===== src/hsu_map.vh =====
// Register offsets, field positions and reset values of the sync unit
`ifndef HSU_MAP_VH
`define HSU_MAP_VH

// Byte offsets of the registers
`define HSU_OFF_CTRL0    8'h00
`define HSU_OFF_CTRL1    8'h04
`define HSU_OFF_BRK      8'h08
`define HSU_OFF_SYNC     8'h0c
`define HSU_OFF_SYNC_CMP 8'h10
`define HSU_OFF_STATUS   8'h14
`define HSU_OFF_INT_CLR  8'h18
`define HSU_OFF_INT_EN   8'h1c

// Control word 0 fields
`define HSU_C0_GATE 8
`define HSU_C0_STOP 7
`define HSU_C0_MODE 6

// Control word 1 edge-count field
`define HSU_C1_ECNT_HI 7
`define HSU_C1_ECNT_LO 4

// Status, clear and enable bits
`define HSU_ST_BRK      0
`define HSU_ST_BRK_CMP  1
`define HSU_ST_BRK_OVF  2
`define HSU_ST_SYNC_CMP 3
`define HSU_ST_SYNC_END 4
`define HSU_ST_W        5

// Reset values
`define HSU_RST_GATE  1'b0
`define HSU_RST_STOP  1'b0
`define HSU_RST_MODE  1'b0
`define HSU_RST_ECNT  4'h0
`define HSU_RST_ST    5'h00
`define HSU_RST_EN    5'h00

`endif


===== src/hsu_top.v =====
// Sync unit: receive gating, break and sync timers, APB registers
//
// Implementation choices: register access over APB and the register offsets.
`timescale 1ns/100ps
`default_nettype none
`include "hsu_map.vh"

// Functional notes
// Mode bit: clear LIN, set pulse-width bus
// LIN, gate set: hold UART input high (code passes bus data once the sync is done)
// LIN, gate clear: pass bus data through
// Pulse read, gate set: flag every rise
// Break timer runs falling to rising edge
// Break compare match and overflow raise flags
// Pulse write, gate clear: no rise flag
// Gate left set in write: flag on release
// Software releases bus on sync compare flag
// Write mode break timer stops on rise
// Stop bit set: sync stops on rises
// Stop bit clear: sync stops on falls
// Control bits read/write, act next edge
module hsu_top #(
  parameter TW = 16
) (
  input  wire        pclk,
  input  wire        presetn,
  input  wire        psel,
  input  wire        penable,
  input  wire        pwrite,
  input  wire [7:0]  paddr,
  input  wire [31:0] pwdata,
  output reg  [31:0] prdata_reg,
  output reg         pready_reg,
  output reg         pslverr_reg,
  input  wire        bus_rxd,
  output reg         uart_rxd_reg,
  output reg         irq_reg
);

  // One-hot sequence states
  localparam [3:0] ST_IDLE = 4'b0001;
  localparam [3:0] ST_BRK  = 4'b0010;
  localparam [3:0] ST_SYNC = 4'b0100;
  localparam [3:0] ST_DONE = 4'b1000;

  // Control and configuration
  reg          gate_reg;
  reg          stop_rise_reg;
  reg          mode_reg;
  reg [3:0]    ecnt_reg;
  reg [TW-1:0] brk_cmp_reg;
  reg [TW-1:0] sync_cmp_reg;
  reg [`HSU_ST_W-1:0] int_en_reg;
  reg [`HSU_ST_W-1:0] status_reg;
  reg [`HSU_ST_W-1:0] status_next;
  reg [`HSU_ST_W-1:0] ev;
  reg [`HSU_ST_W-1:0] clr_mask;

  // Line and sequence state
  reg          rxd_d_reg;
  reg          brk_run_reg;
  reg          brk_hit_seen_reg;
  reg [3:0]    state_reg;
  reg [3:0]    state_next;
  reg [3:0]    edges_reg;
  reg [3:0]    edges_next;
  reg          sync_clr;
  reg          sync_end;

  // APB decode
  reg [31:0]   rd_mux;
  reg          addr_hit;
  wire         setup;
  wire         wr;

  // Timer taps
  wire [TW-1:0] brk_count;
  wire          brk_hit;
  wire          brk_ovf;
  wire [TW-1:0] sync_count;
  wire          sync_hit;
  wire          sync_ovf;

  // Edge detection
  wire fall;
  wire rise;
  wire stop_edge;
  wire brk_valid;
  wire sync_run;

  assign fall = rxd_d_reg & ~bus_rxd;
  assign rise = ~rxd_d_reg & bus_rxd;

  // Selected edge type ends the sync measurement
  assign stop_edge = stop_rise_reg ? rise : fall;

  // LIN break: low pulse that reached the compare value
  assign brk_valid = rise & brk_run_reg & (brk_hit_seen_reg | brk_hit);

  assign sync_run = state_reg[2];

  assign setup = psel & ~penable;
  assign wr    = psel & penable & pready_reg & pwrite;

  // Break timer restarts on fall, halts on rise in every mode
  hsu_timer #(
    .W (TW)
  ) u_brk (
    .clk       (pclk),
    .rst_n     (presetn),
    .clr       (fall),
    .run       (brk_run_reg & ~rise),
    .cmp       (brk_cmp_reg),
    .count_reg (brk_count),
    .hit_reg   (brk_hit),
    .ovf_reg   (brk_ovf)
  );

  // Sync timer runs only while the sync sequence is measured
  hsu_timer #(
    .W (TW)
  ) u_sync (
    .clk       (pclk),
    .rst_n     (presetn),
    .clr       (sync_clr),
    .run       (sync_run & ~sync_end),
    .cmp       (sync_cmp_reg),
    .count_reg (sync_count),
    .hit_reg   (sync_hit),
    .ovf_reg   (sync_ovf)
  );

  // Break pulse tracking
  always @(posedge pclk or negedge presetn) begin
    if (!presetn) begin
      rxd_d_reg        <= 1'b1;
      brk_run_reg      <= 1'b0;
      brk_hit_seen_reg <= 1'b0;
    end else begin
      rxd_d_reg <= bus_rxd;
      if (fall) begin
        brk_run_reg      <= 1'b1;
        brk_hit_seen_reg <= 1'b0;
      end else begin
        if (rise) begin
          brk_run_reg <= 1'b0;
        end
        if (brk_hit) begin
          brk_hit_seen_reg <= 1'b1;
        end
      end
    end
  end

  // Sequence: break, then edge-counted sync measurement
  always @* begin
    state_next = state_reg;
    edges_next = edges_reg;
    sync_clr   = 1'b0;
    sync_end   = 1'b0;
    case (state_reg)
      ST_IDLE: begin
        if (mode_reg && fall) begin
          // Pulse-width bus: a low pulse that starts in idle opens a measurement
          state_next = ST_SYNC;
          edges_next = 4'h0;
          sync_clr   = 1'b1;
        end else if (!mode_reg && brk_valid) begin
          state_next = ST_BRK;
        end
      end
      ST_BRK: begin
        if (fall) begin
          state_next = ST_SYNC;
          edges_next = 4'h0;
          sync_clr   = 1'b1;
        end
      end
      ST_SYNC: begin
        if (stop_edge) begin
          edges_next = edges_reg + 4'h1;
          // Zero in the field means sixteen edges
          if (edges_next == ecnt_reg) begin
            sync_end   = 1'b1;
            state_next = mode_reg ? ST_IDLE : ST_DONE;
          end
        end
      end
      ST_DONE: begin
        // Pulse-width bus must not stay parked after a LIN sequence
        if (mode_reg && fall) begin
          state_next = ST_SYNC;
          edges_next = 4'h0;
          sync_clr   = 1'b1;
        end
      end
      default: begin
        state_next = ST_IDLE;
      end
    endcase
    // A fresh LIN break restarts the whole sequence
    if (!mode_reg && brk_valid) begin
      state_next = ST_BRK;
    end
  end

  always @(posedge pclk or negedge presetn) begin
    if (!presetn) begin
      state_reg <= ST_IDLE;
      edges_reg <= 4'h0;
    end else begin
      state_reg <= state_next;
      edges_reg <= edges_next;
    end
  end

  // Events that set sticky status bits
  always @* begin
    ev = {`HSU_ST_W{1'b0}};
    if (mode_reg) begin
      // Gate bit enables the rise flag in both bus directions
      ev[`HSU_ST_BRK] = rise & brk_run_reg & gate_reg;
    end else begin
      ev[`HSU_ST_BRK] = brk_valid;
    end
    ev[`HSU_ST_BRK_CMP]  = brk_hit;
    ev[`HSU_ST_BRK_OVF]  = brk_ovf | sync_ovf;
    ev[`HSU_ST_SYNC_CMP] = sync_hit;
    ev[`HSU_ST_SYNC_END] = sync_end;
  end

  // Set wins over a clear in the same cycle
  always @* begin
    clr_mask = {`HSU_ST_W{1'b0}};
    if (wr && paddr == `HSU_OFF_INT_CLR) begin
      clr_mask = pwdata[`HSU_ST_W-1:0];
    end
    status_next = (status_reg & ~clr_mask) | ev;
  end

  // Register writes land on the access edge
  always @(posedge pclk or negedge presetn) begin
    if (!presetn) begin
      gate_reg      <= `HSU_RST_GATE;
      stop_rise_reg <= `HSU_RST_STOP;
      mode_reg      <= `HSU_RST_MODE;
      ecnt_reg      <= `HSU_RST_ECNT;
      brk_cmp_reg   <= {TW{1'b1}};
      sync_cmp_reg  <= {TW{1'b1}};
      int_en_reg    <= `HSU_RST_EN;
      status_reg    <= `HSU_RST_ST;
    end else begin
      status_reg <= status_next;
      if (wr) begin
        case (paddr)
          `HSU_OFF_CTRL0: begin
            gate_reg      <= pwdata[`HSU_C0_GATE];
            stop_rise_reg <= pwdata[`HSU_C0_STOP];
            mode_reg      <= pwdata[`HSU_C0_MODE];
          end
          `HSU_OFF_CTRL1: begin
            ecnt_reg <= pwdata[`HSU_C1_ECNT_HI:`HSU_C1_ECNT_LO];
          end
          `HSU_OFF_BRK: begin
            brk_cmp_reg <= pwdata[TW-1:0];
          end
          `HSU_OFF_SYNC_CMP: begin
            sync_cmp_reg <= pwdata[TW-1:0];
          end
          `HSU_OFF_INT_EN: begin
            int_en_reg <= pwdata[`HSU_ST_W-1:0];
          end
          default: begin
            int_en_reg <= int_en_reg;
          end
        endcase
      end
    end
  end

  // Read mux; reserved bits read as zero
  always @* begin
    rd_mux   = 32'h0000_0000;
    addr_hit = 1'b1;
    case (paddr)
      `HSU_OFF_CTRL0: begin
        rd_mux[`HSU_C0_GATE] = gate_reg;
        rd_mux[`HSU_C0_STOP] = stop_rise_reg;
        rd_mux[`HSU_C0_MODE] = mode_reg;
      end
      `HSU_OFF_CTRL1: begin
        rd_mux[`HSU_C1_ECNT_HI:`HSU_C1_ECNT_LO] = ecnt_reg;
      end
      `HSU_OFF_BRK: begin
        rd_mux[TW-1:0] = brk_count;
      end
      `HSU_OFF_SYNC: begin
        rd_mux[TW-1:0] = sync_count;
      end
      `HSU_OFF_SYNC_CMP: begin
        rd_mux[TW-1:0] = sync_cmp_reg;
      end
      `HSU_OFF_STATUS: begin
        rd_mux[`HSU_ST_W-1:0] = status_reg;
      end
      `HSU_OFF_INT_CLR: begin
        rd_mux = 32'h0000_0000;  // Write-only
      end
      `HSU_OFF_INT_EN: begin
        rd_mux[`HSU_ST_W-1:0] = int_en_reg;
      end
      default: begin
        addr_hit = 1'b0;
      end
    endcase
  end

  // One wait-free access cycle; data captured at setup
  always @(posedge pclk or negedge presetn) begin
    if (!presetn) begin
      pready_reg  <= 1'b0;
      pslverr_reg <= 1'b0;
      prdata_reg  <= 32'h0000_0000;
    end else begin
      pready_reg  <= setup;
      pslverr_reg <= setup & ~addr_hit;
      if (setup && !pwrite) begin
        prdata_reg <= rd_mux;
      end
    end
  end

  // Receive gating; gate released once sync is done
  always @(posedge pclk or negedge presetn) begin
    if (!presetn) begin
      uart_rxd_reg <= 1'b1;
      irq_reg      <= 1'b0;
    end else begin
      if (!mode_reg && gate_reg && state_reg != ST_DONE) begin
        uart_rxd_reg <= 1'b1;
      end else begin
        uart_rxd_reg <= bus_rxd;
      end
      irq_reg <= |(status_next & int_en_reg);
    end
  end

endmodule

`default_nettype wire


===== src/hsu_timer.v =====
// Up counter gated by run, with clear, compare hit and overflow pulses
`timescale 1ns/100ps
`default_nettype none

module hsu_timer #(
  parameter W = 16
) (
  input  wire         clk,
  input  wire         rst_n,
  input  wire         clr,
  input  wire         run,
  input  wire [W-1:0] cmp,
  output reg  [W-1:0] count_reg,
  output reg          hit_reg,
  output reg          ovf_reg
);

  wire [W-1:0] one;
  wire [W-1:0] count_next;

  assign one        = {{(W-1){1'b0}}, 1'b1};
  assign count_next = count_reg + one;

  // Clear beats run so a restart never counts the old pulse
  always @(posedge clk or negedge rst_n) begin
    if (!rst_n) begin
      count_reg <= {W{1'b0}};
      hit_reg   <= 1'b0;
      ovf_reg   <= 1'b0;
    end else if (clr) begin
      count_reg <= {W{1'b0}};
      hit_reg   <= 1'b0;
      ovf_reg   <= 1'b0;
    end else if (run) begin
      count_reg <= count_next;
      hit_reg   <= (count_next == cmp);
      ovf_reg   <= &count_reg;  // Wraps to zero
    end else begin
      hit_reg   <= 1'b0;
      ovf_reg   <= 1'b0;
    end
  end

endmodule

`default_nettype wire


===== config.mk =====
export PLATFORM = sky130hd
export DESIGN_NAME = hsu_top
export DESIGN_NICKNAME = d
export VERILOG_FILES = /design/src/hsu_top.v /design/src/hsu_timer.v
export VERILOG_INCLUDE_DIRS = /design/src /design/src/src
export SDC_FILE = /design/constraint.sdc
export NUM_CORES = 1
export LEC_CHECK = 0
export BUFFER_PORTS_ARGS = -buffer_cell sky130_fd_sc_hd__buf_2
export CAP_MARGIN = 20
export CORE_AREA = 10 10 180 114
export CTS_BUF_LIST = sky130_fd_sc_hd__clkbuf_4 sky130_fd_sc_hd__clkbuf_8 sky130_fd_sc_hd__clkbuf_16
export DETAILED_ROUTE_END_ITERATION = 12
export DIE_AREA = 0 0 190 124
export GPL_TIMING_DRIVEN = 0
export HOLD_SLACK_MARGIN = 0.02
export SETUP_SLACK_MARGIN = 0.3
export SYNTH_ARGS = -nofsm -noshare
export SYNTH_HDL_FRONTEND = slang
export SYNTH_HIERARCHICAL = 1
export SYNTH_SLANG_ARGS = --single-unit

===== constraint.sdc =====
create_clock -name pclk -period 7.5 [get_ports pclk]
set_input_delay 1.875 -clock pclk [delete_from_list [all_inputs] [get_ports pclk]]
set_output_delay 1.875 -clock pclk [all_outputs]
set_load 0.01 [all_outputs]

Word-level counts from Yosys, hierarchy flattened
Index checks and enable logic that the tools add are counted.

Output and inout port bits: 36. Input port bits: 46. Word-level logic and storage cells: 143. Register bits after elaboration: 116.

Mux-type cells: 44. Reductions and logical operators: 26. Add/sub/neg operators: 3. Eq/ne operators: 22. Bitwise logic cells: 24.

Operators by type and width (count): 16-bit 2-to-1 mux (4); 4-bit 2-to-1 mux (9); 16-bit by 1-bit adder with 16-bit output (second input constant) (2); 16-bit equality test (2); 8-bit by 5-bit equality test with 1-bit output (second input constant) (4); 16-bit AND reduction (2); 4-bit one-hot mux with 3 select lines (2); 1-bit 2-to-1 mux (21); 7-bit one-hot mux with 3 select lines (1); 4-bit one-hot mux with 5 select lines (1); 8-bit by 4-bit equality test with 1-bit output (second input constant) (2); 1-bit AND (12); 5-bit AND (2); 2-bit one-hot mux with 5 select lines (1); 2-bit AND reduction (5); 3-bit inequality test (second input constant) (3); 8-bit by 3-bit equality test with 1-bit output (second input constant) (1); 8-bit logical NOT (1); 1-bit one-hot mux with 4 select lines (2); 4-bit AND reduction (2); 2-bit nonzero test (4); 8-bit OR reduction (1); 1-bit logical AND (6); 1-bit inverter (6); other kinds (20) (23).

Longest topological paths before layout
Gate-level depths: netlist (run 1).

Depth in word-level cells: 10. Depth in mapped cells: 10. Depth with buffers taken out: 9.

By module
The synthesis (run 1) kept the hierarchy.

By module, submodules not included: hsu_top (sequential area each 2045.7 µm², cells each 332, instances 1, area an instance 4055.1 µm²); hsu_timer (sequential area each 450.4 µm², cells each 158, instances 2, area an instance 1362.6 µm²).

Worst setup path after synthesis (run 1)
Ideal clock, no wire load.

Path type: in2reg. Start: input port bus_rxd. End: register u_sync.count_reg[13]. Buffers on the path: 2. Required time: 7368 ps. Library setup time: 132 ps. Stages on the path: 10. Slack: 3697 ps. Arrival: 3671 ps. Cell sequence: inv_1 ha_1 mux2_2 nor2b_2 buf_4 a31oi_1 clkbuf_1 nand4_1 xor2_1 nor2_1.

Word-level cells in the longest chain between the ends: 8. Elaborated cells between the ends (all ways): 14. Those cells by class: mux: 7; bitwise: 5; reduce/logical: 2.

RTL lines: start, declared (line hsu_top.v:35) `input wire bus_rxd,`; 1-bit inverter * (line hsu_top.v:91) `assign fall = rxd_d_reg & ~bus_rxd;`; 1-bit AND * (line hsu_top.v:91); net fall (line hsu_top.v:85) `wire fall;`; 1-bit 2-to-1 mux (line hsu_top.v:95) `assign stop_edge = stop_rise_reg ? rise : fall;`; 1-bit 2-to-1 mux (line hsu_top.v:180) `if (stop_edge) begin`; 1-bit 2-to-1 mux (line hsu_top.v:161) `case (state_reg)`; 1-bit inverter (line hsu_top.v:126) `.run (sync_run & ~sync_end),`; 1-bit AND (line hsu_top.v:126); 2-bit nonzero test (no line); end signal, assigned (line hsu_timer.v:27) `count_reg <= {W{1'b0}};`; end signal, assigned (line hsu_timer.v:31) `count_reg <= {W{1'b0}};`; end signal, assigned (line hsu_timer.v:35) `count_reg <= count_next;`; end, declared (line hsu_timer.v:13) `output reg [W-1:0] count_reg,`.

The timed path passes the listed nets; every way through them passes the cells marked *. A chain may end at the register's enable or synchronous reset.

Worst setup path after layout (run 1)
Same ends and word-level chain as after synthesis.

==> results.ini, run 1 <==
[status]
outcome=finished clean

[cells_and_area]
diodes=0
register_area_mm2=0.00295
area_growth_pct=17.8
layout-drive-gt1-share_pct=31.4
nets=784
fillers=1592
multi_input_area_mm2=0.00352

[logic_synthesis]
ys_seq_area_share_pct=43.5
synthFlopType=dfrtp_1
ys.warnings.count=6
yosysTopAreaCell=dfrtp_1
synth_cells=648
avgSynthCellArea_um2=10.5
ys_types=74
synth_area_leaders=dfrtp_1 30%, dfstp_2 14%, mux2_2 6.0%
netlist.area_leader.share_pct=29.9
synth_edf_count=0
ys_top_cells_by_count=81 x dfrtp_1, 60 x nor2_1, 36 x mux2_2, 36 x xor2_1, 35 x dfstp_2
synth.most_common_cell=dfrtp_1
yosys_register_bits=116
ys_async_sr_fraction_pct=100
syn_area_mm2=0.00678

[power_and_ir_drop]
powerDensity_mw_per_mm2=237
peakVddDrop_v=0.000157
p_leak_uw=0.00357

[routing]
vias=5441
wire_per_inst_um=20.5
drc=0
drt_first_pass_iters=8
totalWireLength_um=20100
ant_nets=0
via_per_inst=5.55
drt_iter0_markers=740

[global_routing]
grt_usage_pct=17.4
grt_first_pass_wirelength_um=31600
grt_max_degree=94
grt_pass1_vias=5314
antenna_found_initial=0
grt_overflow=0

[floorplan]
start_util_pct=39.7
dieWidth_um=190
fp-row-count=37
io_pins=82
die_area_mm2=0.0236
core_area_mm2=0.0171
die_h_um=124

[clocking]
clk_latency_ns=0.43
cts_setup_buffers=0
clockRootBuffer=clkbuf_16
cts_tree=done
cts.clk_slew.worst_paths_ns=0.06
numCtsBuffers=17
post_cts_resize_count=0
holdBufCountCts=0
numClockSinks=116
h-tree-depth=4
cts_buffer_depth=2

[worst_setup_path]
required_ns=7.78
cp_slowest_cell=a31oi_1
end_kind=register
start_kind=input pin
critPathKind=in2reg
cp_slowest_stage_delay_ns=0.77
arrival_ns=4.73
crit_chain=buf_2 > inv_1 > ha_1 > mux2_2 > nor2b_2 > buf_4 > a31oi_1 > clkbuf_1 > nand4_1 > xor2_1 > nor2_1
critPathMaxFanout=10

[timing]
hold_viol_final=0
fin_crit_sh_pct=59.4
max_slew_margin_pct=27.4
final-max-slew-violation-count=0
rsz0062_at_grt=false
fmax_mhz=225
layout_min_cycle_time_ns=4.45
holdWs_ns=0.479
finClkSkew_ns=0.0131
final.setup.tns_ns=0
finalSetupViolations=0
worst_pin_slew_ns=1.08

[placed_design]
gp_congestion=0.900
dp_hpwl_um=15100
portBuffers=49

[min_path]
hp-class=reg2reg

[run]
cap_violations=0

## worst max-delay path: cells and delay by family
family	cells	cell delay, ns
adder cells (fa/ha/maj)	1	0.27
AO/OA/AOI/OAI	1	0.77
XOR/XNOR	1	0.18
multiplexers	1	0.30
buffers and inverters	4	0.89
AND/OR/NAND/NOR	3	0.42
## cells in the final DEF, fill, tap and decap left out, drive strengths merged, types with 6 or more instances in the layout
cell type	n
a21oi	18
a221oi	6
a222oi	13
a22oi	6
and4	7
buf	97
clkbuf	27
clkinvlp	6
conb	16
dfrtp	81
dfstp	35
inv	11
mux2	46
mux2i	6
nand2	36
nand3	22
nand4	32
nor2	64
nor2b	12
nor3	13
nor3b	7
nor4	7
o21ai	21
xnor2	34
xor2	36
## per-layer routing
layer  share of wire [%]  vias up  global-route usage (%)
met4                0.60        0                    3.90
met3                 7.0       13                    4.58
met5                   0        -                       0
met2                  41      182                    23.4
li1                    -     2530                       -
met1                  52     2716                    26.5
## area by class of cell
class,count,share of cell area (%)
Sequential cell,116,36.9
Timing Repair Buffer,51,3.63
Clock inverter,12,1.35
Clock buffer,20,5.76
Buffer,54,4.10
Multi-Input combinational cell,482,44.1
Inverter,11,0.517
Tap cell,234,3.67
## power breakdown
group	internal [µW]	switching (µW)
Sequential	678	53.3
Combinational	153	220
Clock	475	311
Total	1310	584
## path summary, 6_finish.rpt
check / slack (ns) / depth (start not counted) / startpoint / endpoint
worst min register to register: 0.48 / 2 / prdata_reg[9] / prdata_reg[9]
min in group asynchronous: 1.30 / 1 / presetn / pready_reg
worst max register to register: 4.17 / 10 / rxd_d_reg / u_sync/count_reg[13]
max in group asynchronous: 5.41 / 2 / presetn / brk_cmp_reg[6]
worst max-delay path: 3.05 / 11 / bus_rxd / u_sync/count_reg[13]
worst min-delay path: 0.48 / 2 / prdata_reg[9] / prdata_reg[9]
## logic make-up (layout without fill, tap and decap cells)
kind of cell             Yosys count  after routing  share of synthesized area [%]
AO/OA/AOI/OAI                    106            106                           11.6
XOR/XNOR                          71             71                           9.39
adder cells (fa/ha/maj)            5              5                          0.923
buffers and inverters             65            148                           5.44
flip-flops                       116            116                           43.5
multiplexers                      52             52                           9.08
other                              1             16                         0.0553
AND/OR/NAND/NOR                  232            232                           20.1
## per-stage QoR
step / util (%) / instances / total power, µW / worst slack (ns) / cell area, µm²
final: 46.8 / 980 / 1890 / 3.05 / 7990
after global placement: 43.2 / 946 / 1090 / 2.74 / 7370
after CTS: 46.8 / 980 / 1900 / 3.14 / 7990
after detailed placement: 43.4 / 948 / 1110 / 2.71 / 7420
after floorplan: - / 663 / 984 / 3.70 / 6840
after global routing: 46.8 / 980 / 1970 / 2.98 / 7990
(Power assumes the default switching activity.)
==> inputs of run 2 (changes only) <==
clock period = 3.69 ns   (was 7.5 ns; I/O delays follow)
==> run 2 against run 1 <==
Compared with the run above:
- cell count is the same
- clock-buffer cell count unchanged
- die area stayed put
- first-iteration DRC count fell by 5.3%
- critical endpoint unchanged
- largest cell class unchanged
==> results.ini, run 2 (synthesis results as in run 1) <==
[worst_setup_path]
r2r-start=rxd_d_reg  ; unchanged
end_kind=register  ; unchanged
critPathKind=in2reg  ; unchanged
crit_chain=buf_2 > inv_1 > ha_1 > mux2_2 > nor2b_2 > buf_4 > a31oi_2 > clkbuf_1 > nand4_1 > xor2_1 > nor2_1  ; was buf_2 > inv_1 > ha_1 > mux2_2 > nor2b_2 > buf_4 > a31oi_1 > clkbuf_1 > nand4_1 > xor2_1 > nor2_1
cp_slowest_cell=clkbuf_1  ; was a31oi_1
r2r_cells=10  ; unchanged
startpoint=bus_rxd  ; unchanged
arrival_ns=3.49  ; was 4.73 ns
r2r-end=u_sync/count_reg[13]  ; unchanged
cp_slowest_stage_delay_ns=0.57  ; was 0.77 ns
start_kind=input pin  ; unchanged
cp-endpoint=u_sync/count_reg[13]  ; unchanged
critPathMaxFanout=10  ; unchanged
rrSetupSlack_ns=0.66  ; was 4.17 ns
required_ns=3.97  ; was 7.78 ns

[min_path]
hp-class=in2async  ; was reg2reg

[run]
cap_violations=0  ; unchanged

[cells_and_area]
area_growth_pct=17.9  ; was 17.8%
register_area_mm2=0.00295  ; unchanged
diodes=0  ; unchanged
nets=784  ; unchanged
final_common_cell=dfrtp_1  ; unchanged
multi_input_area_mm2=0.00353  ; was 0.00352 mm²
layout_common_cells=81 x dfrtp_1, 70 x buf_2, 60 x nor2_1  ; unchanged
layout-drive-gt1-share_pct=31.5  ; was 31.4%
fin_area_mm2=0.00799  ; about the same
fillers=1589  ; was 1592

[clocking]
h-tree-depth=4  ; unchanged
holdBufCountCts=0  ; unchanged
cts_buffer_depth=2  ; unchanged
cts.clk_slew.worst_paths_ns=0.06  ; about the same
clk_latency_ns=0.42  ; was 0.43 ns
numCtsBuffers=17  ; unchanged
numClockSinks=116  ; unchanged
cts_tree=done  ; unchanged
clockRootBuffer=clkbuf_16  ; unchanged

[power_and_ir_drop]
comb_power_share_pct=19.8  ; was 19.7%
powerDensity_mw_per_mm2=480  ; was 237 mW/mm²
p_int_uw=2660  ; was 1310 µW
seqPwrFrac_pct=38.7  ; about the same
power_frac_clock_pct=41.5  ; was 41.6%
p_sw_share_pct=30.9  ; about the same
p_leak_uw=0.00357  ; about the same
peakVddDrop_v=0.000313  ; was 0.000157 V
finalPower_uw=3840  ; was 1890 µW
switchingPower_uw=1190  ; was 584 µW

[timing]
layout_min_cycle_time_ns=3.22
max_slew_margin_pct=50.3  ; was 27.4%
hold_viol_final=0  ; unchanged
rsz0062_at_grt=false  ; unchanged
finalSetupViolations=0  ; unchanged
fmax_mhz=311
final-max-slew-violation-count=0  ; unchanged
finClkSkew_ns=0.0111  ; was 0.0131 ns
fin_crit_sh_pct=87.1
worst_pin_slew_ns=0.740  ; was 1.08 ns
final.setup.tns_ns=0  ; unchanged

[routing]
wire_per_inst_um=20.5  ; about the same
drt_iter0_markers=701  ; was 740
vias=5437  ; was 5441
ant_nets=0  ; unchanged
totalWireLength_um=20100  ; about the same
drt_first_pass_iters=7  ; was 8
via_per_inst=5.55  ; about the same
drc=0  ; unchanged

[floorplan]
io_pins=82  ; unchanged
die_h_um=124  ; unchanged
start_util_pct=39.7  ; unchanged
fp-row-count=37  ; unchanged
core_area_mm2=0.0171  ; unchanged
dieWidth_um=190  ; unchanged
die_area_mm2=0.0236  ; unchanged

[global_routing]
grt_max_degree=94  ; unchanged
antenna_found_initial=0  ; unchanged
grt_pass1_vias=5315  ; was 5314
grt_usage_pct=17.4  ; about the same
grt_first_pass_wirelength_um=31600  ; about the same
grt_overflow=0  ; unchanged

[placed_design]
gp_congestion=0.900  ; unchanged
portBuffers=49  ; unchanged
dp_hpwl_um=15100  ; unchanged
dpl_cell_area_mm2=0.00742  ; unchanged

[status]
outcome=finished clean  ; unchanged

-- run 2: timing repair --
action                                  4_1_cts  5_1_grt
gates resized for setup                       1        0
endpoints found under the setup margin        1        0
buffers inserted                              0        0
-- run 2: area by class of cell --
class / count / share of cell area (%)
inverter: 11 / 0.517
sequential: 116 / 36.9
multi-input combinational: 482 / 44.1
timing repair buffer: 51 / 3.63
clock inverter: 12 / 1.35
tap: 234 / 3.66
buffer: 54 / 4.10
clock buffer: 20 / 5.76
-- run 2: how the worst min path moves through the flow --
stage	from	to	slack, ns	cells after the start
2_1_floorplan	status_reg[4]	status_reg[4]	0.46	2
3_3_place_gp	prdata_reg[14]	prdata_reg[14]	0.47	2
3_5_place_dp	prdata_reg[15]	prdata_reg[15]	0.47	2
4_1_cts	presetn	pslverr_reg	0.35	1
5_1_grt	presetn	pslverr_reg	0.37	1
6_report	presetn	pready_reg	0.35	1
-- run 2: power by group through the flow --
stage	Sequential [µW]	Clock (µW)	Combinational, µW
after floorplan	1470	0	527
after global placement	1500	0	720
after detailed placement	1500	0	750
after CTS	1480	1620	754
after global routing	1500	1670	842
final	1490	1590	761
-- run 2: metal layers --
metal	GRT usage (%)	routed length (µm)	vias to the layer above
met5	0	0	-
met4	3.90	99	0
met3	4.58	1370	11
met2	23.5	8140	186
met1	26.5	10500	2719
li1	-	-	2521
-- run 2: critical path: cells and delay by family --
family / cells / cell delay [ns]
xor gates and xnor gates: 1 / 0.18
muxes: 1 / 0.30
and+or+nand+nor: 3 / 0.42
adders and majority gates: 1 / 0.27
AOI/OAI and AO/OA: 1 / 0.48
buffers and inverters: 4 / 0.91
-- run 2: stage by stage --
step / setup slack, ns / hold WS [ns] / util (%) / std cells
after global placement: -0.116 / 0.471 / 43.2 / 946
after detailed placement: -0.146 / 0.471 / 43.4 / 948
after global routing: 0.393 / 0.365 / 46.8 / 980
after CTS: 0.558 / 0.350 / 46.8 / 980
after floorplan: 0.839 / 0.459 / - / 663
final: 0.475 / 0.353 / 46.8 / 980
